`src/brse_pkg.sv`:
```
package brse_pkg;

  localparam int          INSTR_W         = 14;
  localparam int          DATA_W          = 8;
  localparam int          FADDR_W         = 7;
  localparam int          PC_W            = 13;
  localparam int          STACK_DEPTH     = 8;
  localparam int          QPHASES         = 4;
  localparam logic [1:0]  Q_LAST          = 2'h3;
  localparam logic [1:0]  Q_RESET         = 2'h0;
  localparam logic [7:0]  ACC_RESET       = 8'h00;
  localparam logic [12:0] PC_RESET        = 13'h0000;
  localparam int          GIE_BIT         = 7;
  localparam int          STAT_C_BIT      = 0;
  localparam int          STAT_DC_BIT     = 1;
  localparam int          STAT_Z_BIT      = 2;
  localparam logic [13:0] RET_SUB_CODE    = 14'h0008;
  localparam logic [13:0] RET_INT_CODE    = 14'h0009;
  localparam logic [13:0] NOP_CODE        = 14'h0000;
  localparam logic [3:0]  BIT_CLR_OP      = 4'h4;
  localparam logic [3:0]  BIT_SET_OP      = 4'h5;
  localparam logic [3:0]  BIT_TSC_OP      = 4'h6;
  localparam logic [3:0]  LIT_RET_OP      = 4'hD;
  localparam logic [4:0]  LIT_SUB_OP      = 5'h1E;
  localparam logic [5:0]  FILE_SUB_OP     = 6'h02;

  typedef enum logic [3:0] {
    BRSE_OP_NONE,
    BRSE_OP_BCLR,
    BRSE_OP_BSET,
    BRSE_OP_BTSC,
    BRSE_OP_RETI,
    BRSE_OP_RETL,
    BRSE_OP_RETS,
    BRSE_OP_SUBL,
    BRSE_OP_SUBF
  } brse_op_t;

endpackage : brse_pkg

```
`src/brse_core.sv`:
```
// Design decisions made here: the strobed register port and the address map.
`timescale 1ns/1ps
// What this block does
// RULE1: Each instruction cycle is four consecutive clock periods.
// RULE2: Instructions take one cycle, or two with a no-operation second cycle on a skip or branch.
// RULE3: The destination bit sends a byte result to the accumulator when 0, to the file when 1.
// RULE4: Ignored opcode bits never affect decoding.
// RULE5: A three-bit field selects the bit of the eight-bit file register.
// RULE6: Bit clear clears the selected bit in one cycle and keeps the flags.
// RULE7: Bit set sets the selected bit in one cycle and keeps the flags.
// RULE8: Bit test skips the next instruction only when the bit is zero, flags untouched.
// RULE9: A taken skip discards the prefetched word and runs a no-operation instead.
// RULE10: Interrupt return pops the stack into the counter, sets the global enable, two cycles.
// RULE11: Literal return loads the accumulator, pops the stack into the counter, two cycles.
// RULE12: Subroutine return pops the stack into the counter in two cycles, flags unchanged.
// RULE13: Literal subtract puts literal minus accumulator in the accumulator and sets C, DC, Z.
// RULE14: File subtract computes file minus accumulator, routed by the destination bit, sets C, DC, Z.
// RULE15: Carry after a subtraction means no borrow, and the result wraps in eight bits.
// RULE16: The file address field is seven bits, 0x00 to 0x7F.
// RULE17: Zero is set on a zero result and digit carry means no borrow from the low nibble.
module brse_core
  import brse_pkg::*;
(
  input  wire logic        CLOCK,
  input  wire logic        RST,
  input  wire logic [13:0] INSTR_WORD,
  input  wire logic [12:0] STACK_TOP_ENTRY,
  input  wire logic [7:0]  FILE_RDATA,
  input  wire logic [7:0]  INTERRUPT_CONTROL_REGISTER,
  output      logic [12:0] PC,
  output      logic        FETCH,
  output      logic        STACK_POP,
  output      logic [6:0]  FILE_ADDR,
  output      logic [7:0]  FILE_WDATA,
  output      logic        FILE_WE,
  output      logic        INTERRUPT_CONTROL_REGISTER_WE,
  output      logic [7:0]  INTERRUPT_CONTROL_REGISTER_WDATA,
  output      logic [7:0]  ACC,
  output      logic        CARRY,
  output      logic        DIGIT_CARRY,
  output      logic        ZERO,
  output      logic        GLOBAL_INTERRUPT_ENABLE,
  output      logic        NOP_CYCLE
);

  typedef struct packed {
    logic [1:0]  q;
    logic        flush;
    logic        hold;
    logic [12:0] pc;
    logic        fetch;
    logic        pop;
    logic [6:0]  faddr;
    logic [7:0]  fwdata;
    logic        fwe;
    logic        iwe;
    logic [7:0]  iwdata;
    logic [7:0]  acc;
    logic        c;
    logic        dc;
    logic        z;
    logic        global_interrupt_enable;
    logic        nop;
  } brse_state_t;

  brse_state_t state_reg;
  brse_state_t state_next;

  brse_op_t   op;
  logic [6:0] faddr;
  logic [2:0] bsel;
  logic [7:0] literal;
  logic       dest_file;
  logic [7:0] sub_a;
  logic [7:0] diff;
  logic       sub_c;
  logic       sub_dc;
  logic       sub_z;

  brse_decode u_decode (
    .instr     (INSTR_WORD),
    .op        (op),
    .faddr     (faddr),
    .bsel      (bsel),
    .literal   (literal),
    .dest_file (dest_file)
  );

  // File subtract uses the file operand, literal subtract the literal.
  assign sub_a = (op == BRSE_OP_SUBF) ? FILE_RDATA : literal;

  brse_sub u_sub (
    .minuend     (sub_a),
    .subtrahend  (state_reg.acc),
    .diff        (diff),
    .carry       (sub_c),
    .digit_carry (sub_dc),
    .zero        (sub_z)
  );

  always_comb begin
    logic [7:0] mask;
    logic       exec;
    mask       = 8'h01 << bsel;                    // [RULE5]
    exec       = (state_reg.q == Q_LAST);          // [RULE1]
    state_next = state_reg;
    state_next.fetch = 1'b0;
    state_next.pop   = 1'b0;
    state_next.fwe   = 1'b0;
    state_next.iwe   = 1'b0;
    state_next.faddr = faddr;                      // [RULE16]
    state_next.q     = state_reg.q + 2'h1;         // [RULE1]
    if (exec) begin
      state_next.fetch = 1'b1;
      // After a return the counter already holds the return address; advancing it
      // here would skip the first instruction there, so it is fetched again. [RULE2]
      state_next.pc    = state_reg.hold ? state_reg.pc : state_reg.pc + 13'h0001;
      state_next.hold  = 1'b0;
      state_next.nop   = state_reg.flush;
      state_next.flush = 1'b0;
      // A flushed word is the prefetched one; it is dropped and nothing runs. [RULE2] [RULE9]
      if (!state_reg.flush) begin
        case (op)
          BRSE_OP_BCLR: begin
            state_next.fwdata = FILE_RDATA & ~mask;  // [RULE6]
            state_next.fwe    = 1'b1;
          end
          BRSE_OP_BSET: begin
            state_next.fwdata = FILE_RDATA | mask;   // [RULE7]
            state_next.fwe    = 1'b1;
          end
          BRSE_OP_BTSC: begin
            state_next.flush = ((FILE_RDATA & mask) == 8'h00); // [RULE8] [RULE9]
          end
          BRSE_OP_RETI: begin
            state_next.pc     = STACK_TOP_ENTRY;     // [RULE10]
            state_next.pop    = 1'b1;
            state_next.flush  = 1'b1;
            state_next.global_interrupt_enable    = 1'b1;
            state_next.hold   = 1'b1;
            state_next.iwe    = 1'b1;
            state_next.iwdata = INTERRUPT_CONTROL_REGISTER | (8'h01 << GIE_BIT); // [RULE10]
          end
          BRSE_OP_RETL: begin
            state_next.acc   = literal;              // [RULE11]
            state_next.hold  = 1'b1;
            state_next.pc    = STACK_TOP_ENTRY;
            state_next.pop   = 1'b1;
            state_next.flush = 1'b1;
          end
          BRSE_OP_RETS: begin
            state_next.pc    = STACK_TOP_ENTRY;      // [RULE12]
            state_next.hold  = 1'b1;
            state_next.pop   = 1'b1;
            state_next.flush = 1'b1;
          end
          BRSE_OP_SUBL: begin
            state_next.acc = diff;                   // [RULE13]
            state_next.c   = sub_c;                  // [RULE15]
            state_next.dc  = sub_dc;                 // [RULE17]
            state_next.z   = sub_z;                  // [RULE17]
          end
          BRSE_OP_SUBF: begin
            if (dest_file) begin                     // [RULE3] [RULE14]
              state_next.fwdata = diff;
              state_next.fwe    = 1'b1;
            end else begin
              state_next.acc = diff;
            end
            state_next.c  = sub_c;                   // [RULE15]
            state_next.dc = sub_dc;                  // [RULE17]
            state_next.z  = sub_z;                   // [RULE17]
          end
          default: begin
          end
        endcase
      end
    end
    // The global enable mirrors the control register outside our own set.
    // It is held one more clock while our write reaches the register, to avoid a dip.
    if (!(exec && state_next.iwe) && !state_reg.iwe) begin
      state_next.global_interrupt_enable = INTERRUPT_CONTROL_REGISTER[GIE_BIT];
    end
  end

  always_ff @(posedge CLOCK) begin
    if (RST) begin
      state_reg <= '{q: Q_RESET, pc: PC_RESET, acc: ACC_RESET, fwdata: 8'h00,
                     iwdata: 8'h00, faddr: 7'h00, default: 1'b0};
    end else begin
      state_reg <= state_next;
    end
  end

  assign PC                      = state_reg.pc;
  assign FETCH                   = state_reg.fetch;
  assign STACK_POP               = state_reg.pop;
  assign FILE_ADDR               = state_reg.faddr;
  assign FILE_WDATA              = state_reg.fwdata;
  assign FILE_WE                 = state_reg.fwe;
  assign INTERRUPT_CONTROL_REGISTER_WE               = state_reg.iwe;
  assign INTERRUPT_CONTROL_REGISTER_WDATA            = state_reg.iwdata;
  assign ACC                     = state_reg.acc;
  assign CARRY                   = state_reg.c;
  assign DIGIT_CARRY             = state_reg.dc;
  assign ZERO                    = state_reg.z;
  assign GLOBAL_INTERRUPT_ENABLE = state_reg.global_interrupt_enable;
  assign NOP_CYCLE               = state_reg.nop;

endmodule : brse_core

```
`src/brse_decode.sv`:
```
`timescale 1ns/1ps
module brse_decode
  import brse_pkg::*;
(
  input  wire logic [13:0] instr,
  output      brse_op_t    op,
  output      logic [6:0]  faddr,
  output      logic [2:0]  bsel,
  output      logic [7:0]  literal,
  output      logic        dest_file
);

  function automatic brse_op_t decode_op(input logic [13:0] w);
    brse_op_t o;
    o = BRSE_OP_NONE;
    // Bits marked ignored in a pattern are never compared. [RULE4]
    if (w == RET_SUB_CODE)                o = BRSE_OP_RETS;  // [RULE12]
    else if (w == RET_INT_CODE)           o = BRSE_OP_RETI;  // [RULE10]
    else if (w[13:10] == BIT_CLR_OP)      o = BRSE_OP_BCLR;  // [RULE6]
    else if (w[13:10] == BIT_SET_OP)      o = BRSE_OP_BSET;  // [RULE7]
    else if (w[13:10] == BIT_TSC_OP)      o = BRSE_OP_BTSC;  // [RULE8]
    else if (w[13:10] == LIT_RET_OP)      o = BRSE_OP_RETL;  // [RULE11] [RULE4]
    else if (w[13:9] == LIT_SUB_OP)       o = BRSE_OP_SUBL;  // [RULE13] [RULE4]
    else if (w[13:8] == FILE_SUB_OP)      o = BRSE_OP_SUBF;  // [RULE14]
    return o;
  endfunction : decode_op

  always_comb begin
    op        = decode_op(instr);
    faddr     = instr[6:0];   // [RULE16]
    bsel      = instr[9:7];   // [RULE5]
    literal   = instr[7:0];
    dest_file = instr[7];     // [RULE3]
  end

endmodule : brse_decode

```
`src/brse_sub.sv`:
```
`timescale 1ns/1ps
module brse_sub
  import brse_pkg::*;
(
  input  wire logic [7:0] minuend,
  input  wire logic [7:0] subtrahend,
  output      logic [7:0] diff,
  output      logic       carry,
  output      logic       digit_carry,
  output      logic       zero
);

  logic [8:0] full;
  logic [4:0] low;

  always_comb begin
    // Carry is the inverted borrow, so it is set on a zero or positive result. [RULE15]
    full        = {1'b0, minuend} + {1'b0, ~subtrahend} + 9'h001;
    low         = {1'b0, minuend[3:0]} + {1'b0, ~subtrahend[3:0]} + 5'h01;
    diff        = full[7:0];
    carry       = full[8];     // [RULE15]
    digit_carry = low[4];      // [RULE17]
    zero        = (full[7:0] == 8'h00); // [RULE17]
  end

endmodule : brse_sub

```
`config.mk`:
```
export PLATFORM = sky130hd
export DESIGN_NAME = brse_core
export DESIGN_NICKNAME = d
export VERILOG_FILES = /design/src/brse_pkg.sv /design/src/brse_core.sv /design/src/brse_decode.sv /design/src/brse_sub.sv
export SDC_FILE = /design/constraint.sdc
export NUM_CORES = 1
export LEC_CHECK = 0
export ABC_AREA = 1
export BUFFER_PORTS_ARGS = -buffer_cell sky130_fd_sc_hd__buf_2
export CAP_MARGIN = 15
export CELL_PAD_IN_SITES_DETAIL_PLACEMENT = 1
export CELL_PAD_IN_SITES_GLOBAL_PLACEMENT = 1
export CORE_MARGIN = 5
export CORE_UTILIZATION = 34
export CTS_BUF_LIST = sky130_fd_sc_hd__clkbuf_8 sky130_fd_sc_hd__clkbuf_16
export DETAILED_ROUTE_END_ITERATION = 10
export PLACE_DENSITY = 0.83
export SKIP_LAST_GASP = 1
export SLEW_MARGIN = 20
export SYNTH_ARGS = -nofsm -noshare
export SYNTH_HDL_FRONTEND = slang
export SYNTH_HIERARCHICAL = 1
export SYNTH_SLANG_ARGS = --single-unit
export TNS_END_PERCENT = 30
```
`constraint.sdc`:
```
create_clock -name CLOCK -period 3 [get_ports CLOCK]
set_clock_uncertainty 0.2 [all_clocks]
set_input_delay 0.15 -clock CLOCK [delete_from_list [all_inputs] [get_ports CLOCK]]
set_output_delay 0.15 -clock CLOCK [all_outputs]
set_load 0.1 [all_outputs]
```
* After elaboration in Yosys (flattened, before gate mapping) *
Index checks and enable logic that the tools add are counted.

storage, ports and cells
  register bits after elaboration = 57
  bits of input ports = 45
  output and inout bits = 53

cells by class
  bitwise operators = 8
  muxes and demuxes = 26
  $add $sub $neg = 6
  reduce and logical (&&, ||, !) cells = 18
  equality and inequality tests = 20
  shifts and indexed selects = 1

operators with widths
  kind                   number
  $mux 4                 8
  $eq 14x4->1 const B    2
  $eq 4x3->1 const B     7
  $pmux 9 s3             1
  $pmux 8 s3             1
  $mux 22                1
  $mux 21                1
  $mux 9                 2
  $and 8x8->8            2
  $logic_not 8->1        2
  $mux 8                 2
  $not 8->8              2
  $mux 15                1
  $mux 14                1
  $add 13x1->13 const B  1
  $mux 13                1
  $add 8x8->9            1
  $add 9x1->9 const B    1
  $reduce_and 3->1       3
  $eq 4x2->1 const B     2
  $eq 4x4->1 const B     2
  $or 8x8->8             1
  $reduce_and 4->1       2
  $shl 1x3->8 const A    1
  21 further kinds       31

* Depth between registers and ports, before layout *
  depth in word-level cells = 22
  mapped depth = 25

* Cells and area by module *
The synthesis kept the hierarchy.

modules (own cells, without submodules)
  module       cells an instance  instances  sequential area each (um2)  area an instance (um2)
  brse_core    527                1          1141.1                      3477.1
  brse_sub     95                 1          0.0                         506.7
  brse_decode  57                 1          0.0                         300.3

* Least setup slack after synthesis *
No wires, ideal clock.

  kind = input to register
  from = in INSTR_WORD[10]
  to = reg state_reg (netlist bit ACC[6])
  data required time = 2.667 ns
  buffers on the path = 1
  stages = 23
  path slack = -0.213 ns
  data arrival time = 2.880 ns
  cell sequence = nor2_1 nand2_1 nor4_1 inv_2 nor2_4 nand2_4 clkbuf_1 o21ai_0 inv_1 ha_1 fa_1 inv_1 nand2_1 nand2_1 nand3_2 nand2_1 nand2_1 nand2_2 inv_1 nand2_1 o21ai_0 nor2_1 nor3_1

on the way
  longest elaborated chain between the ends = 15
  elaborated cells between the ends (all ways) = 27
  those cells by class = 2 x add/sub; 12 x eq/ne; 11 x mux; 2 x reduce/logical

ends and longest elaborated chain
  what                  RTL line           RTL
  start, declared       brse_core.sv:26    input wire logic [13:0] INSTR_WORD,
  $eq 6x2->1            brse_decode.sv:24  else if (w[13:8] == FILE_SUB_OP) o = BRSE_OP_SUBF;
  $mux 4                brse_decode.sv:24
  $mux 4                brse_decode.sv:23  else if (w[13:9] == LIT_SUB_OP) o = BRSE_OP_SUBL;
  $mux 4                brse_decode.sv:22  else if (w[13:10] == LIT_RET_OP) o = BRSE_OP_RETL;
  $mux 4                brse_decode.sv:21  else if (w[13:10] == BIT_TSC_OP) o = BRSE_OP_BTSC;
  $mux 4                brse_decode.sv:20  else if (w[13:10] == BIT_SET_OP) o = BRSE_OP_BSET;
  $mux 4                brse_decode.sv:19  else if (w[13:10] == BIT_CLR_OP) o = BRSE_OP_BCLR;
  $mux 4                brse_decode.sv:18  else if (w == RET_INT_CODE) o = BRSE_OP_RETI;
  [... 1 more ...]      n/a
  net op[3]             brse_core.sv:69    brse_op_t op;
  $eq 4x4->1 *          brse_core.sv:90    assign sub_a = (op == BRSE_OP_SUBF) ? FILE_RDATA : literal;
  $mux 8 *              brse_core.sv:90
  net sub_a[0]          brse_core.sv:74    logic [7:0] sub_a;
  $add 8x8->9 *         brse_sub.sv:18     full = {1'b0, minuend} + {1'b0, ~subtrahend} + 9'h001;
  $add 9x1->9 *         brse_sub.sv:18
  net diff[6]           brse_core.sv:75    logic [7:0] diff;
  $mux 8                brse_core.sv:164   if (dest_file) begin
  $pmux 8 s3 *          brse_core.sv:123   case (op)
  end signal, assigned  brse_core.sv:188   state_reg <= '{q: Q_RESET, pc: PC_RESET, acc: ACC_RESET, fwdata: 8'h00,
  end signal, assigned  brse_core.sv:191   state_reg <= state_next;
  end, declared         brse_core.sv:66    brse_state_t state_reg;

Mark *: on every way through the listed nets, which the timed path passes. The rest lies on a longest branch. The select of a mux whose other input is x is not followed.
A chain may end at the register's enable or synchronous reset.

* Final worst setup path *
  from = in INSTR_WORD[11]
  to = reg state_reg (netlist bit ACC[6])

Same word-level chain as after synthesis.

==> results.cfg <==
[routing]
avgViaCountPerCell = 4.742
post-route-drc-count = 0
drt_wl_total_mm = 13.60
routedWlPerCell_um = 14.57
vias = 4429
drt_iter0_drc = 220
drt-pass1-iter-count = 4
ant_nets = 0

[place]
io_buffers = 97
gp_congestion = 0.8938
dpl.hpwl_mm = 10.22

[min_path]
hold_class = input port to register

[die]
core-area_sq_mm = 0.01247
die_h_um = 122.3
pin_count = 98
die_area_sq_mm = 0.01495
start_util_pct = 34.37
num_rows = 41
die_w_um = 122.3

[final_layout]
area_growth_pct = 22.11
multi_input_area_sq_mm = 0.002202
layout.area.seq_sq_mm = 0.001141
layout_common_cells = nand2_1 (145), buf_2 (97), inv_1 (92)
largest_reg_flops = 13
fillCellCount = 1664
drive_gt1_share_pct = 24.41
layout_commonest_cell = nand2_1
diodes = 0
nNetsFinal = 813

[yosys]
synth.distinct_cells = 40
synthArstFlopShare_pct = 0
synth_seq_area_share_pct = 26.64
synth_warnings = 6
synth.area.mux_share_pct = 0
synth_top_family_by_area = simple AND/OR/NAND/NOR gates
synth_area_sq_mm = 0.004284
avgSynthCellArea_sq_um = 6.309
synth_compound_area_share_pct = 10.81
synth_simple_gate_area_share_pct = 36.51
synth_seq_cells = 57
synth_edf_count = 0
dominantRegCellSynth = dfxtp_1
synth-adder-area-share_pct = 3.388
synth_xor_area_share_pct = 0
syn_inst = 679
synth_fp_nets = 735

[timing]
min_period_over_period_pct = 89.96
hold_violations = 0
setup_tns_ns = 0
tightest_slew_ns = 0.7773
fmax_ghz = 0.3705
maxSlewViolCount = 0
min_period_ns = 2.699
timing.hold.ws_ns = 0.008756
rsz0062_at_grt = false
setup_viol = 0
slew-limit-headroom_pct = 48.13

[critical_path]
crit_chain = buf_2, nor2_1, nand2_1, nor4_4, inv_2, nor2_4, nand2_4, o21ai_1, inv_1, ha_1, fa_1, inv_2, nand2_1, nand2_1, nand3_2, nand2_1, nand2_1, nand2_2, inv_1, nand2_1, o21ai_0, nor2_1, nor3_1
arrival_ns = 2.72
rrSetupSlack_ns = 0.88
crit_top_cell = nand2_1
cp-start-kind = input port
required_ns = 3.02
cp-end-kind = register
slowest_delay_ns = 0.40
cp_max_fo = 14
critPathSlowestCell = fa_1
crit_type = input port to register

[pwr]
p_comb_share_pct = 17.4
power.share.clock_pct = 50.4
swShare_pct = 27.52
p_int_mw = 1.762
ir_drop_mv = 0.2877
power_density_mw_per_mm2 = 464.7
p_leak_nw = 2.631
power_frac_seq_pct = 32.2
switchingPower_uw = 669.0

[clock_tree]
clk_latency_ns = 0.34
clk_pin_slew_worst_paths_ns = 0.05
clock_tree.root_cell = clkbuf_16
clock_sinks = 57
clockBufferDepth = 2
cts_made_buffers = 9
cts_htree_levels = 3
cts_tree = yes

[global_routing]
grt_usage_pct = 18.90
grt_pass1_vias = 4543
grt_overflow = 0
grt_max_degree = 26
antenna_found_initial = 0
grt_pass1_wl_mm = 22.07

[flow_run]
maxCapViolations = 0

[outcome]
outcome = finished clean
==> power by group through the flow <==
stage | clock (mW) | combinational (mW) | sequential [mW]
after floorplan | 0 | 0.289 | 0.812
after global placement | 0 | 0.389 | 0.797
after detailed placement | 0 | 0.396 | 0.798
after CTS | 1.27 | 0.423 | 0.782
after global routing | 1.30 | 0.464 | 0.783
final | 1.23 | 0.423 | 0.782
==> metrics by stage <==
step	cell area [sq um]	cells	setup slack (ns)	total power [mW]	util (%)
finish	5231	934	0.3011	2.431	41.97
global route	5231	934	0.02152	2.545	41.97
CTS	5209	933	0.2636	2.470	41.78
detailed placement	4603	892	-0.05315	1.194	36.93
global placement	4603	892	0.01961	1.187	36.93
floorplan	4299	679	0.08552	1.101	-
==> final timing paths <==
check                 startpoint             to  cells past startpoint
min reg2reg        state_reg[55]  state_reg[55]                      1
min          STACK_TOP_ENTRY[12]         PC[12]                      5
max               INSTR_WORD[11]         ACC[6]                     23
max reg2reg               ACC[0]         ACC[6]                     14
==> cells by family (layout without fill, tap and decap cells) <==
group	Yosys count	after routing
DFF	57	57
and+or+nand+nor	344	344
AOI/OAI and AO/OA	83	83
adders and majority gates	11	11
buffers and inverters	184	267
==> layer usage <==
metal / share of wire, % / global-route usage [%] / vias to the layer above
li1: - / - / 2240
met1: 42 / 20.67 / 2075
met2: 51 / 35.45 / 90
met3: 4.1 / 3.548 / 24
met4: 2.6 / 7.978 / 0
met5: 0 / 0 / -
==> area by class of cell <==
type                    instances  share of cell area [%]
inverters                     103                   7.391
clock buffers                  11                   4.831
flip-flops and latches         57                   21.81
multi-input cells             438                   42.10
well taps                     172                   4.114
repair buffers                148                   17.79
clock inverters                 5                   1.961
==> Yosys cell counts, types with 2 or more instances <==
| cell | count | area share [%] |
|---|---|---|
| nand2_1 | 146 | 13 |
| inv_1 | 93 | 8.1 |
| nor2_1 | 82 | 7.2 |
| buf_4 | 65 | 11 |
| nand3_1 | 62 | 7.2 |
| dfxtp_1 | 57 | 27 |
| o21ai_0 | 37 | 4.3 |
| a21oi_1 | 28 | 3.3 |
| nor3_1 | 12 | 1.4 |
| ha_1 | 10 | 2.9 |
| nand2_2 | 10 | 1.5 |
| inv_2 | 9 | 0.79 |
| a31oi_1 | 8 | 1.2 |
| clkbuf_1 | 7 | 0.61 |
| nand3_2 | 6 | 1.4 |
| nand4_1 | 5 | 0.73 |
| nor2_2 | 5 | 0.73 |
| buf_2 | 4 | 0.47 |
| buf_6 | 4 | 1.1 |
| nand3b_1 | 3 | 0.53 |
| nor2_4 | 3 | 0.79 |
| nor4_1 | 2 | 0.29 |
| o211ai_1 | 2 | 0.35 |
| o21ai_2 | 2 | 0.41 |
| o22ai_1 | 2 | 0.29 |
==> repair_timing <==
action,CTS,global route
buffers inserted,0,1
endpoints found under the setup margin,0,6
hold endpoints to repair,28,0
hold buffers,25,0
resized for setup,0,8
==> worst max-delay path: cells and delay by family <==
kind / cells / cell delay (ns)
AOI/OAI and AO/OA: 2 / 0.22
and+or+nand+nor: 14 / 1.29
buffers and inverters: 5 / 0.43
adders and majority gates: 2 / 0.62
Power figures use the tool's default switching activity.
